[src/hdl/lcdc_regs.vh]
// register map, field positions, reset values and timing codes of the segment lcd core
`ifndef LCDC_REGS_VH
`define LCDC_REGS_VH

// byte offsets
`define LCDC_MAIN_OFS 12'h000
`define LCDC_CLK_OFS 12'h004
`define LCDC_SEGCNT_OFS 12'h008
`define LCDC_MEM_OFS 12'h040
`define LCDC_MEM_MASK 12'hfe0

// reset values
`define LCDC_MAIN_RST 8'h00
`define LCDC_CLK_RST 8'h00
`define LCDC_SEGCNT_RST 6'h00

// main control fields
`define LCDC_EN_BIT 7
`define LCDC_EXTERNAL_BIAS_SELECT_BIT 6
`define LCDC_FREEZE_BIT 5
`define LCDC_CREV_BIT 4
`define LCDC_SREV_BIT 3
`define LCDC_WIPE_BIT 2
`define LCDC_VIS_BIT 1
`define LCDC_BLANK_BIT 0

// clock and duty fields
`define LCDC_TAP_BIT 7
`define LCDC_DIV_HI 6
`define LCDC_DIV_LO 4
`define LCDC_LPW_BIT 3
`define LCDC_DUTY_HI 1
`define LCDC_DUTY_LO 0
`define LCDC_CLK_WMASK 8'hfb

// duty codes
`define LCDC_DUTY_QUARTER 2'b00
`define LCDC_DUTY_STATIC 2'b01
`define LCDC_DUTY_HALF 2'b10
`define LCDC_DUTY_THIRD 2'b11

// frame slots minus one, and the six-slot half point: k = 8 or 6
`define LCDC_K8_LAST 3'd7
`define LCDC_K6_LAST 3'd5
`define LCDC_K6_HALF 3'd3

// ripple counter tap points: divide by 8 or 16
`define LCDC_TAP8_LAST 3'h7
`define LCDC_TAP16_LAST 4'hf

// terminal counts
`define LCDC_NUM_SEG 40
`define LCDC_GPIO_FIRST 24

// drive level codes, fractions of the lcd supply
`define LCDC_LV_GND 2'd0
`define LCDC_LV_THIRD 2'd1
`define LCDC_LV_TWO 2'd2
`define LCDC_LV_TOP 2'd3

`endif

[src/hdl/lcdc_display_mem.v]
// display memory with shadow copy, per common row, for the segment lcd core
`timescale 1ns/10ps

module lcdc_display_mem #(
  parameter ENTRIES = 8,
  parameter WIDTH = 20
) (
  // clock and reset
  input wire hclk,
  input wire hresetn,
  // bus side
  input wire wr_en,
  input wire [2:0] wr_idx,
  input wire [WIDTH-1:0] wr_data,
  input wire wipe,
  input wire [2:0] rd_idx,
  output wire [WIDTH-1:0] rd_data,
  // display side
  input wire reload,
  input wire [1:0] com_sel,
  output wire [2*WIDTH-1:0] row_out
);

reg [WIDTH-1:0] mem [0:ENTRIES-1];
reg [WIDTH-1:0] shadow [0:ENTRIES-1];

genvar i;
generate
  for (i = 0; i < ENTRIES; i = i + 1) begin : g_entry
    always @(posedge hclk or negedge hresetn) begin
      if (!hresetn) begin
        mem[i] <= {WIDTH{1'b0}};
        shadow[i] <= {WIDTH{1'b0}};
      end else begin
        if (wipe) begin
          mem[i] <= {WIDTH{1'b0}};
        end else if (wr_en && wr_idx == i) begin
          mem[i] <= wr_data;
        end
        if (reload) begin
          shadow[i] <= mem[i];
        end
      end
    end
  end
endgenerate

assign rd_data = mem[rd_idx];
assign row_out = {shadow[{com_sel, 1'b1}], shadow[{com_sel, 1'b0}]};

endmodule

[src/hdl/lcdc_frame_timer.v]
// prescaler, clock divider and frame slot counter of the segment lcd core
`timescale 1ns/10ps
`include "lcdc_regs.vh"

module lcdc_frame_timer (
  // clock and reset
  input wire hclk,
  input wire hresetn,
  // control
  input wire run,
  input wire tap_sel,
  input wire [2:0] div_ratio,
  input wire third_duty,
  // timing
  output reg [2:0] phase_reg,
  output reg frame_start_reg
);

reg [3:0] ripple_reg;
reg [2:0] div_cnt_reg;
reg started_reg;
wire tap_tick;
wire ps_tick;
wire [2:0] last_slot;

assign tap_tick = tap_sel ? (ripple_reg == `LCDC_TAP16_LAST) :
                  (ripple_reg[2:0] == `LCDC_TAP8_LAST);
assign ps_tick = tap_tick & (div_cnt_reg == div_ratio);
assign last_slot = third_duty ? `LCDC_K6_LAST : `LCDC_K8_LAST;

always @(posedge hclk or negedge hresetn) begin
  if (!hresetn) begin
    ripple_reg <= 4'h0;
    div_cnt_reg <= 3'h0;
    phase_reg <= 3'h0;
    started_reg <= 1'b0;
    frame_start_reg <= 1'b0;
  end else if (!run) begin
    ripple_reg <= 4'h0;
    div_cnt_reg <= 3'h0;
    phase_reg <= 3'h0;
    started_reg <= 1'b0;
    frame_start_reg <= 1'b0;
  end else begin
    ripple_reg <= ripple_reg + 4'h1;
    started_reg <= 1'b1;
    frame_start_reg <= 1'b0;
    if (tap_tick) begin
      div_cnt_reg <= ps_tick ? 3'h0 : div_cnt_reg + 3'h1;
    end
    if (!started_reg) begin
      frame_start_reg <= 1'b1;
    end else if (ps_tick) begin
      if (phase_reg >= last_slot) begin
        phase_reg <= 3'h0;
        frame_start_reg <= 1'b1;
      end else begin
        phase_reg <= phase_reg + 3'h1;
      end
    end
  end
end

endmodule

[src/hdl/lcdc_top.v]
// segment lcd control and frame timing core with ahb-lite register slave
// ------------------------------------------------------------
// Summary of operation
// - enable runs driver; clear grounds outputs immediately
// - external bias turns intermediate buffers off
// - freeze holds shadow; reload at frame start
// - common reversal mirrors all four commons
// - segment reversal mirrors all forty terminals
// - wipe zeroes memory, blanks one frame, self-clears
// - visible clear shows all segments off
// - blank grounds all terminals after frame
// - tap bit selects divide by 8 or 16
// - divider field divides by value plus one
// - frame is k slots, k 8 or 6
// - low-power wave change applies next frame
// - duty field selects four, one, two, three commons
// - unused commons held at ground
// - segment count sets drivers; undriven ones of top sixteen go gpio
// ------------------------------------------------------------
`timescale 1ns/10ps
`include "lcdc_regs.vh"

module lcdc_top (
  // clock and reset
  input wire hclk,
  input wire hresetn,
  // ahb-lite slave
  input wire hsel,
  input wire [31:0] haddr,
  input wire [1:0] htrans,
  input wire hwrite,
  input wire [2:0] hsize,
  input wire [31:0] hwdata,
  input wire hready,
  output reg [31:0] hrdata,
  output reg hreadyout,
  output reg hresp,
  // segment terminals, two level bits each
  output reg [79:0] seg_level,
  output reg [39:0] seg_drive_en,
  output reg [39:0] seg_gpio_sel,
  // common terminals, two level bits each
  output reg [7:0] com_level,
  // analog controls and timing
  output reg bias_buffer_en,
  output wire frame_start
);

// ------------------------------------------------------------
// bus slave
// ------------------------------------------------------------
reg [7:0] main_reg;
reg [7:0] clk_reg;
reg [5:0] segcnt_reg;
reg wr_pend_reg;
reg rd_pend_reg;
reg hit_reg;
reg [9:0] addr_reg;
reg [31:0] rd_next;
wire take;
wire [11:0] wbyte;
wire wr_now;
wire mem_hit;
wire [19:0] mem_rd;

assign take = hsel & hready & htrans[1];
assign wbyte = {addr_reg, 2'b00};
assign wr_now = wr_pend_reg & hit_reg;
assign mem_hit = (wbyte & `LCDC_MEM_MASK) == `LCDC_MEM_OFS;

// reads insert one wait state so a read right after a write sees it
always @(posedge hclk or negedge hresetn) begin
  if (!hresetn) begin
    wr_pend_reg <= 1'b0;
    rd_pend_reg <= 1'b0;
    hit_reg <= 1'b0;
    addr_reg <= 10'h000;
    hreadyout <= 1'b1;
    hresp <= 1'b0;
    hrdata <= 32'h00000000;
  end else begin
    hresp <= 1'b0;
    if (rd_pend_reg) begin
      hrdata <= rd_next;
      hreadyout <= 1'b1;
      rd_pend_reg <= 1'b0;
    end else if (take) begin
      wr_pend_reg <= hwrite;
      rd_pend_reg <= ~hwrite;
      hreadyout <= hwrite;
      hit_reg <= ~|haddr[31:12];
      addr_reg <= haddr[11:2];
    end else if (hready) begin
      wr_pend_reg <= 1'b0;
    end
  end
end

always @* begin
  rd_next = 32'h00000000;
  if (hit_reg) begin
    if (mem_hit) begin
      rd_next = {12'h000, mem_rd};
    end else begin
      case (wbyte)
        `LCDC_MAIN_OFS: rd_next = {24'h000000, main_reg};
        `LCDC_CLK_OFS: rd_next = {24'h000000, clk_reg};
        `LCDC_SEGCNT_OFS: rd_next = {26'h0, segcnt_reg};
        default: rd_next = 32'h00000000;
      endcase
    end
  end
end

// ------------------------------------------------------------
// control registers
// ------------------------------------------------------------
wire en;
wire wipe;
wire freeze;
wire frame_go;
reg blank_act_reg;
reg wipe_pend_reg;
reg lpw_act_reg;
reg [1:0] duty_act_reg;
reg parity_reg;

assign en = main_reg[`LCDC_EN_BIT];
assign wipe = main_reg[`LCDC_WIPE_BIT];
assign freeze = main_reg[`LCDC_FREEZE_BIT];
assign frame_go = frame_start;

always @(posedge hclk or negedge hresetn) begin
  if (!hresetn) begin
    main_reg <= `LCDC_MAIN_RST;
    clk_reg <= `LCDC_CLK_RST;
    segcnt_reg <= `LCDC_SEGCNT_RST;
  end else begin
    if (wr_now && !mem_hit && wbyte == `LCDC_MAIN_OFS) begin
      main_reg <= hwdata[7:0];
    end else if (wipe) begin
      main_reg[`LCDC_WIPE_BIT] <= 1'b0;
    end
    if (wr_now && !mem_hit && wbyte == `LCDC_CLK_OFS) begin
      clk_reg <= hwdata[7:0] & `LCDC_CLK_WMASK;
    end
    if (wr_now && !mem_hit && wbyte == `LCDC_SEGCNT_OFS) begin
      segcnt_reg <= hwdata[5:0];
    end
  end
end

// frame-bound state
always @(posedge hclk or negedge hresetn) begin
  if (!hresetn) begin
    blank_act_reg <= 1'b0;
    wipe_pend_reg <= 1'b0;
    lpw_act_reg <= 1'b0;
    duty_act_reg <= `LCDC_DUTY_QUARTER;
    parity_reg <= 1'b0;
  end else if (!en) begin
    blank_act_reg <= 1'b0;
    wipe_pend_reg <= wipe_pend_reg | wipe;
    lpw_act_reg <= clk_reg[`LCDC_LPW_BIT];
    duty_act_reg <= clk_reg[`LCDC_DUTY_HI:`LCDC_DUTY_LO];
    parity_reg <= 1'b0;
  end else begin
    if (frame_go) begin
      blank_act_reg <= main_reg[`LCDC_BLANK_BIT] | wipe_pend_reg;
      parity_reg <= ~parity_reg;
      lpw_act_reg <= clk_reg[`LCDC_LPW_BIT];
      duty_act_reg <= clk_reg[`LCDC_DUTY_HI:`LCDC_DUTY_LO];
    end
    // new wipe wins over the frame clear
    if (wipe) begin
      wipe_pend_reg <= 1'b1;
    end else if (frame_go) begin
      wipe_pend_reg <= 1'b0;
    end
  end
end

// ------------------------------------------------------------
// timing and memory
// ------------------------------------------------------------
wire [2:0] phase;
wire third;
wire [39:0] row;
reg [1:0] cur_com;
reg [1:0] com_last;
reg pol;

assign third = duty_act_reg == `LCDC_DUTY_THIRD;

lcdc_frame_timer u_timer (
  .hclk(hclk),
  .hresetn(hresetn),
  .run(en),
  .tap_sel(clk_reg[`LCDC_TAP_BIT]),
  .div_ratio(clk_reg[`LCDC_DIV_HI:`LCDC_DIV_LO]),
  .third_duty(third),
  .phase_reg(phase),
  .frame_start_reg(frame_start)
);

// frozen shadow holds; a wipe still reloads
lcdc_display_mem #(
  .ENTRIES(8),
  .WIDTH(20)
) u_mem (
  .hclk(hclk),
  .hresetn(hresetn),
  .wr_en(wr_now & mem_hit),
  .wr_idx(addr_reg[2:0]),
  .wr_data(hwdata[19:0]),
  .wipe(wipe),
  .rd_idx(addr_reg[2:0]),
  .rd_data(mem_rd),
  .reload(frame_go & (~freeze | wipe_pend_reg)),
  .com_sel(cur_com),
  .row_out(row)
);

// duty decode to active common and count
always @* begin
  cur_com = 2'd0;
  com_last = 2'd0;
  case (duty_act_reg)
    `LCDC_DUTY_QUARTER: begin
      cur_com = phase[1:0];
      com_last = 2'd3;
    end
    `LCDC_DUTY_HALF: begin
      cur_com = {1'b0, phase[0]};
      com_last = 2'd1;
    end
    `LCDC_DUTY_THIRD: begin
      cur_com = (phase >= `LCDC_K6_HALF) ? phase[1:0] - 2'd3 : phase[1:0];
      com_last = 2'd2;
    end
    default: begin
      cur_com = 2'd0;
      com_last = 2'd0;
    end
  endcase
end

// low-power waves hold one polarity per frame
always @* begin
  if (lpw_act_reg) begin
    pol = parity_reg;
  end else if (third) begin
    pol = phase >= `LCDC_K6_HALF;
  end else begin
    pol = phase[2];
  end
end

// ------------------------------------------------------------
// terminal waveforms
// ------------------------------------------------------------
wire is_static;
wire visible;
wire quiet;
wire [79:0] seg_lv;
wire [39:0] seg_drv;
wire [39:0] seg_gp;
wire [7:0] com_lv;

assign is_static = duty_act_reg == `LCDC_DUTY_STATIC;
assign visible = main_reg[`LCDC_VIS_BIT];
assign quiet = ~en | blank_act_reg;

genvar t;
generate
  for (t = 0; t < `LCDC_NUM_SEG; t = t + 1) begin : g_seg
    wire on;
    wire [1:0] lv;
    assign on = row[t] & visible;
    assign lv = is_static ? ((on ^ pol) ? `LCDC_LV_TOP : `LCDC_LV_GND) :
                on ? (pol ? `LCDC_LV_GND : `LCDC_LV_TOP) :
                (pol ? `LCDC_LV_TWO : `LCDC_LV_THIRD);
    assign seg_drv[t] = en & ({1'b0, segcnt_reg} > t);
    assign seg_gp[t] = (t >= `LCDC_GPIO_FIRST) & ~seg_drv[t];
    assign seg_lv[2*t+1:2*t] = (quiet | ~seg_drv[t]) ? `LCDC_LV_GND : lv;
  end
endgenerate

genvar c;
generate
  for (c = 0; c < 4; c = c + 1) begin : g_com
    wire used;
    wire [1:0] lv;
    assign used = com_last >= c;
    assign lv = (is_static || cur_com == c) ?
                (pol ? `LCDC_LV_TOP : `LCDC_LV_GND) :
                (pol ? `LCDC_LV_THIRD : `LCDC_LV_TWO);
    assign com_lv[2*c+1:2*c] = (quiet | ~used) ? `LCDC_LV_GND : lv;
  end
endgenerate

// ------------------------------------------------------------
// output registers and bus reversal
// ------------------------------------------------------------
integer p;
always @(posedge hclk or negedge hresetn) begin
  if (!hresetn) begin
    seg_level <= 80'h0;
    seg_drive_en <= 40'h0;
    seg_gpio_sel <= 40'h0;
    com_level <= 8'h00;
    bias_buffer_en <= 1'b0;
  end else begin
    bias_buffer_en <= en & ~main_reg[`LCDC_EXTERNAL_BIAS_SELECT_BIT];
    // mirror whole segment bus, even disabled
    for (p = 0; p < `LCDC_NUM_SEG; p = p + 1) begin
      if (main_reg[`LCDC_SREV_BIT]) begin
        seg_level[2*p +: 2] <= seg_lv[2*(39-p) +: 2];
        seg_drive_en[p] <= seg_drv[39-p];
        seg_gpio_sel[p] <= seg_gp[39-p];
      end else begin
        seg_level[2*p +: 2] <= seg_lv[2*p +: 2];
        seg_drive_en[p] <= seg_drv[p];
        seg_gpio_sel[p] <= seg_gp[p];
      end
    end
    for (p = 0; p < 4; p = p + 1) begin
      if (main_reg[`LCDC_CREV_BIT]) begin
        com_level[2*p +: 2] <= com_lv[2*(3-p) +: 2];
      end else begin
        com_level[2*p +: 2] <= com_lv[2*p +: 2];
      end
    end
  end
end

endmodule

[config.mk]
export PLATFORM = sky130hd
export DESIGN_NAME = lcdc_top
export DESIGN_NICKNAME = d
export VERILOG_FILES = /design/src/hdl/lcdc_display_mem.v /design/src/hdl/lcdc_frame_timer.v /design/src/hdl/lcdc_top.v
export VERILOG_INCLUDE_DIRS = /design/src /design/src/hdl
export SDC_FILE = /design/constraint.sdc
export NUM_CORES = 1
export LEC_CHECK = 0
export ABC_AREA = 1
export BUFFER_PORTS_ARGS = -buffer_cell sky130_fd_sc_hd__clkbuf_2
export CAP_MARGIN = 20
export CORE_ASPECT_RATIO = 1.75
export CORE_MARGIN = 5
export CORE_UTILIZATION = 52
export DETAILED_ROUTE_END_ITERATION = 7
export GPL_TIMING_DRIVEN = 0
export PLACE_DENSITY = 0.72
export SLEW_MARGIN = 20
export SYNTH_ARGS = -nofsm -noshare
export SYNTH_HDL_FRONTEND = slang
export SYNTH_SLANG_ARGS = --single-unit
[constraint.sdc]
create_clock -name hclk -period 3.7 [get_ports hclk]
set_clock_uncertainty 0.15 [all_clocks]
set_input_delay 0 -clock hclk [delete_from_list [all_inputs] [get_ports hclk]]
set_output_delay 0 -clock hclk [all_outputs]
set_load 0.05 [all_outputs]
==> results of run 1 <==
-- how the worst max path moves through the flow --
stage | startpoint | to | slack (ns)
floorplan | u_timer.phase_reg[0]$_DFFE_PN0P_ | seg_level[40]$_DFF_PN0_ | 1.01
global placement | hresetn | seg_level[58]$_DFF_PN0_ | -9.51
detailed placement | u_timer.phase_reg[0]$_DFFE_PN0P_ | seg_level[40]$_DFF_PN0_ | 0.29
CTS | u_timer.phase_reg[0]$_DFFE_PN0P_ | seg_level[40]$_DFF_PN0_ | 0.27
global route | u_timer.phase_reg[0]$_DFFE_PN0P_ | seg_level[40]$_DFF_PN0_ | 0.06
finish | duty_act_reg[1]$_DFFE_PN0P_ | seg_level[12]$_DFF_PN0_ | 0.20
-- layout make-up --
cell class,count,area (sq um)
antenna,1,2.50
buffer,218,1060
clock buffer,63,1370
clock inverter,29,404
fill,4217,18400
inverter,271,1020
multi-input combinational,2087,9660
sequential,554,13900
tap,654,818
timing repair buffer,310,2040
-- report_power, final --
part	total [W]	switching (W)	internal, W
Sequential	0.00644	0.000141	0.00629
Clock	0.00565	0.00244	0.00321
Combinational	0.00127	0.000908	0.000366
Total	0.0134	0.00349	0.00987
-- through the flow --
stage               cell area, sq um  hold WS, ns
floorplan                      25600       -0.446
global placement               27600       0.0224
detailed placement             27800      -0.0534
CTS                            30200       0.0143
global route                   30200        0.110
finish                         30200       0.0715
-- routing by layer --
layer	wire [um]	vias up	GRT usage [%]	part of all wire [%]
met5	13	-	0	0.013
met4	10100	2	31.2	10
met3	7740	522	6.44	7.8
met2	49400	1538	63.9	50
met1	32500	11459	38.7	33
li1	-	10866	-	-
-- cell usage after synthesis, drive strengths merged, types with 2 or more instances --
library cell | number | area, sq um
o211ai | 24 | 180
inv | 268 | 1010
nor3 | 5 | 30.0
o311ai | 18 | 158
ha | 13 | 163
nand4 | 45 | 282
nor4 | 7 | 58.8
clkinv | 3 | 11.3
a221oi | 7 | 61.3
o2111ai | 2 | 17.5
dfrtp | 553 | 13800
or2 | 4 | 25.0
nor2 | 131 | 504
o21ai | 432 | 2170
buf | 121 | 698
xnor2 | 4 | 35.0
nand3 | 281 | 1510
a31oi | 5 | 31.3
o22ai | 59 | 369
a21oi | 63 | 315
nand2 | 959 | 3620
clkbuf | 97 | 364
-- cell families (layout without fill, tap and decap cells) --
group	after synthesis	in the layout
other	1	22
and+or+nand+nor	1434	1434
DFF	554	554
buffers and inverters	489	891
AOI/OAI and AO/OA	614	614
adders and majority gates	13	13
xor gates and xnor gates	5	5
-- repair_timing --
action,CTS,global route
hold endpoints to repair,430,0
setup buffers,0,0
hold buffers,65,0
-- layout by cell type (no fill, tap or decap), types with 9 or more instances in the layout --
master         instances
nand4_1               45
inv_2                 10
conb_1                21
clkbuf_2             237
nand2_1              956
o21ai_0              377
a21oi_1               63
o22ai_1               59
o211ai_1              24
o311ai_0              18
dlygate4sd3_1         65
clkbuf_16             50
buf_2                 82
ha_1                  13
clkbuf_1             103
buf_4                 27
o21ai_1               54
inv_1                258
dfrtp_1              553
nor2_1               126
clkinvlp_4             9
nand3_2               20
nand3_1              261
buf_1                  9
-- worst max-delay path, cell delays in order, from the launching register on --
cell,delay (ns)
dfrtp_1,0.38
inv_1,0.10
ha_1,0.20
buf_2,0.20
inv_2,0.17
clkbuf_1,0.89
nand3_1,0.14
nand2_1,0.19
nand2_1,0.07
nand2_1,0.29
nand3_1,0.23
nand3_1,0.16
nand2_1,0.08
nand3_1,0.07
nand2_1,0.06
==> flow_metrics.tcl, run 1 <==
set metrics [dict create \
    syn-cell-area_sq_um 25500 \
    synthMuxAreaShare_pct 0 \
    cap_violations 0 \
    drt-pass1-iter-count 8 \
    holdPathEnd "addr_reg[2]$_DFFE_PN0P_" \
    die-area_sq_um 53800 \
    insertion_delay_ns 0.61 \
    portBuffers 238 \
    coreArea_sq_um 48600 \
    final.setup.worst_slack_ns 0.200 \
    ctsResizeCount 0 \
    slew_headroom_pct 22.1 \
    r2r_start "duty_act_reg[1]$_DFFE_PN0P_" \
    antenna_found_initial 2 \
    root_buffer "clkbuf_16" \
    io_pins 278 \
    viasPerCell 5.82 \
    hold_viol_final 0 \
    synth-simple-area-share_pct 23.7 \
    ys_seq_area_share_pct 54.3 \
    async_reset_ff_share_pct 100 \
    leakagePower_nw 15.5 \
    die_x_um 177 \
    numCtsBuffers 49 \
    worstRegToRegCells 14 \
    die_h_um 303 \
    hold_depth 5 \
    drcViolationCount 0 \
    cts_tree "built" \
    outcome "complete, no violations" \
    reg2reg_to "seg_level[12]$_DFF_PN0_" \
    final_util_pct 62.2 \
    initialDrtViolationCount 2392 \
    cp_max_fo 10 \
    dp_worst_setup_slack_ns 0.294 \
    rsz0062_at_grt "false" \
    synthAdderAreaFrac_pct 0.637 \
    layout-drive-gt1-share_pct 13.8 \
    syn_inst 3110 \
    grt_usage_pct 37.0 \
    drtAntennaViolNets 0 \
    start_util_pct 52.5 \
    wl_per_cell_um 23.8 \
    synth_edf_count 0 \
    hpwl_um 76300 \
    layoutNonFillerInstCount 4187 \
    design_power_total_w 0.0134 \
    arrival_ns 3.83 \
    cts_buffer_depth 3 \
    placedCellCount 4029 \
    grt-ovfl-total 0 \
    setup_tns_ns 0 \
    grt_pass1_vias 24651 \
    finalCriticalPeriod_ns 3.50 \
    rows 107 \
    hold_class "in2reg" \
    layout.nets 3578 \
    cp.required_ns 4.03 \
    cts_max_level 2 \
    drv_slew 0 \
    synth-compound-area-share_pct 13.0 \
    area_delta_synth_final_pct 18.5 \
    largestRegisters "u_mem.mem (160), u_mem.shadow (160), seg_level (80)" \
    vias 24387 \
    cts.sinks 554 \
    critPathCaptureType "register" \
    max_slew.worst_pin.slew_ns 1.17 \
    timing.final.crit_share_pct 94.6 \
    synth_ff_type "dfrtp_1" \
    grt_pass1_wl_um 149000 \
    path_clk_slew_ns 0.07 \
    power_density_nw_per_um2 442 \
    wl_um 99800 \
    hp-start "htrans[1]" \
    setup_viol 0 \
    grt_max_degree 95 \
    worstSetupPathType "reg2reg" \
    yosysWarnings 0 \
    crit_path_start_kind "register" \
    r2r_slack_ns 0.20 \
    avgSynthCellArea_sq_um 8.21 \
    synth_xor_area_share_pct 0.172 \
    synth_top_family_by_area "simple AND/OR/NAND/NOR gates" \
    place_congestion 1.15 \
    synth_cell_types 45 \
    peakVddDrop_uv 424 \
    synth_seq_cells 554 \
    fmax_mhz 286 \
]
No activity file was read; power rests on OpenSTA's default activity.
==> inputs of run 2 (changes only) <==
==> constraint.sdc (replaced) <==
create_clock -name hclk -period 3.5 [get_ports hclk]
set_clock_uncertainty 0.15 [all_clocks]
set_input_delay 0 -clock hclk [delete_from_list [all_inputs] [get_ports hclk]]
set_output_delay 0 -clock hclk [all_outputs]
set_load 0.05 [all_outputs]
==> flow_metrics.tcl, run 2 (synthesis gave the netlist of run 1 again) <==
set metrics [dict create \
    drv_slew 0 \
    p_sw_w 0.00368 \
    grt-ovfl-total 0 \
    numCtsBuffers 49 \
    rows 107 \
    setup_viol 0 \
    layout.nets 3578 \
    timing.final.crit_share_pct 96.5 \
    finalCriticalPeriod_ns 3.38 \
    cts.sinks 554 \
    viasPerCell 5.83 \
    hpwl_um 76300 \
    dp_worst_setup_slack_ns 0.0936 \
    leakagePower_nw 15.5 \
    layout_common_cells "955 x nand2_1, 553 x dfrtp_1, 377 x o21ai_0, 261 x nand3_1, 258 x inv_1" \
    die_h_um 303 \
    vias 24412 \
    hp-start "htrans[1]" \
    wl_um 99600 \
    cpPeakStageDelay_ns 0.44 \
    critPathCapture "seg_level[40]$_DFF_PN0_" \
    io_pins 278 \
    path_common_cell "nand2_1" \
    power.internal_w 0.0104 \
    arrival_ns 3.76 \
    slew_headroom_pct 28.9 \
    crit_chain "ha_1, ha_1, nor2_2, o21ai_1, nand2_1, nand3_1, nand2_2, nand2_4, inv_2, buf_2, nand2_1, o22ai_1, nor2_1, nand3b_1, inv_1, ha_1, nor2_1, o21a_1, nand2_1, nand2_1" \
    design_power_total_w 0.0141 \
    grt_pass1_wl_um 149000 \
    peakVddDrop_uv 451 \
    die_x_um 177 \
    max_slew.worst_pin.slew_ns 1.07 \
    cts_max_level 2 \
    drcViolationCount 0 \
    outcome "complete, no violations" \
    seq_power_share_pct 48.2 \
    mostFrequentLayoutCell "nand2_1" \
    final.setup.worst_slack_ns 0.124 \
    holdWs_ns 0.0776 \
    final_util_pct 62.3 \
    hold_viol_final 0 \
    root_buffer "clkbuf_16" \
    slowest_stage "dfrtp_1" \
    startpoint "u_timer.phase_reg[0]$_DFFE_PN0P_" \
    worstSetupPathType "reg2reg" \
    layout-drive-gt1-share_pct 13.9 \
    crit_path_start_kind "register" \
    r2r_start "u_timer.phase_reg[0]$_DFFE_PN0P_" \
    start_util_pct 52.5 \
    combPwrFrac_pct 9.5 \
    cp_max_fo 10 \
    insertion_delay_ns 0.61 \
    wl_per_cell_um 23.8 \
    drtAntennaViolNets 0 \
    cap_violations 0 \
    largestRegisters "u_mem.mem (160), u_mem.shadow (160), seg_level (80)" \
    antenna_found_initial 1 \
    critPathCaptureType "register" \
    cts_setup_buffers 0 \
    initialDrtViolationCount 2390 \
    cp.required_ns 3.88 \
    power_density_nw_per_um2 467 \
    portBuffers 238 \
    swShare_pct 26.1 \
    cts_buffer_depth 3 \
    path_clk_slew_ns 0.07 \
    fmax_mhz 296 \
    cts_tree "built" \
    area_delta_synth_final_pct 18.6 \
    hold_class "in2reg" \
    die-area_sq_um 53800 \
    clkPwrFrac_pct 42.3 \
    place_congestion 1.15 \
    worstRegToRegCells 20 \
    reg2reg_to "seg_level[40]$_DFF_PN0_" \
    coreArea_sq_um 48600 \
    r2r_slack_ns 0.12 \
    grt_max_degree 95 \
    grt_usage_pct 37.0 \
    drt-pass1-iter-count 6 \
    grt_pass1_vias 24651 \
]
-- run 2: cell count changes in the layout (fill, tap and decap cells not counted), sizes merged --
cell / before / now
clkbuf: 398 / 400
buf: 128 / 126
-- run 2: critical path, delay by kind of cell, from the launching register on --
| family | cells | cell delay (ns) |
|---|---|---|
| simple gates | 11 | 1.21 |
| flops | 1 | 0.44 |
| compound gates | 3 | 0.41 |
| fa+ha+maj | 3 | 0.70 |
| buf+inv | 3 | 0.39 |
-- run 2: cell type report --
type                       count  area [sq um]
fill                        4214         18300
sequential                   554         13900
multi-input combinational   2087          9670
timing repair buffer         310          2040
clock buffer                  63          1370
buffer                       218          1070
inverter                     271          1020
tap                          654           818
clock inverter                29           404
antenna                        1          2.50
-- run 2: per-stage QoR --
| step | cells | area, sq um | TNS [ns] |
|---|---|---|---|
| 3_5_place_dp | 4029 | 27800 | 0 |
| 3_3_place_gp | 4022 | 27600 | -5323.62 |
| 5_1_grt | 4187 | 30300 | -0.0357 |
| 4_1_cts | 4186 | 30200 | 0 |
| 2_1_floorplan | 3130 | 25600 | 0 |
| 6_report | 4187 | 30300 | 0 |
-- run 2: worst min path at each step --
| stage | slack [ns] | cells past startpoint | end |
|---|---|---|---|
| 2_1_floorplan | -0.45 | 0 | addr_reg[0]$_DFFE_PN0P_ |
| 4_1_cts | 0.01 | 5 | addr_reg[2]$_DFFE_PN0P_ |
| 3_3_place_gp | 0.02 | 2 | rd_pend_reg$_DFF_PN0_ |
| 6_report | 0.08 | 5 | addr_reg[2]$_DFFE_PN0P_ |
| 3_5_place_dp | -0.05 | 2 | addr_reg[8]$_DFFE_PN0P_ |
| 5_1_grt | 0.11 | 4 | main_reg[2]$_DFF_PN0_ |
-- run 2: power by group through the flow --
stage               sequential [W]  clock [W]  combinational [W]
floorplan                  0.00687          0           0.000680
global placement           0.00691          0            0.00117
detailed placement         0.00691          0            0.00123
CTS                        0.00679    0.00597            0.00130
global route               0.00682    0.00622            0.00146
finish                     0.00680    0.00597            0.00135
-- run 2: routing by layer --
metal / vias to the layer above / global-route usage (%) / routed length [um]
met1: 11469 / 38.7 / 32400
li1: 10871 / - / -
met2: 1534 / 63.9 / 49200
met3: 538 / 6.44 / 7620
met4: 0 / 31.2 / 10400
met5: - / 0 / 0
-- run 2: what timing repair did --
action                                 CTS  global route
setup endpoints to repair                0             7
resized for setup                        0            10
endpoints found under the hold margin  430             0
hold buffers                            65             0
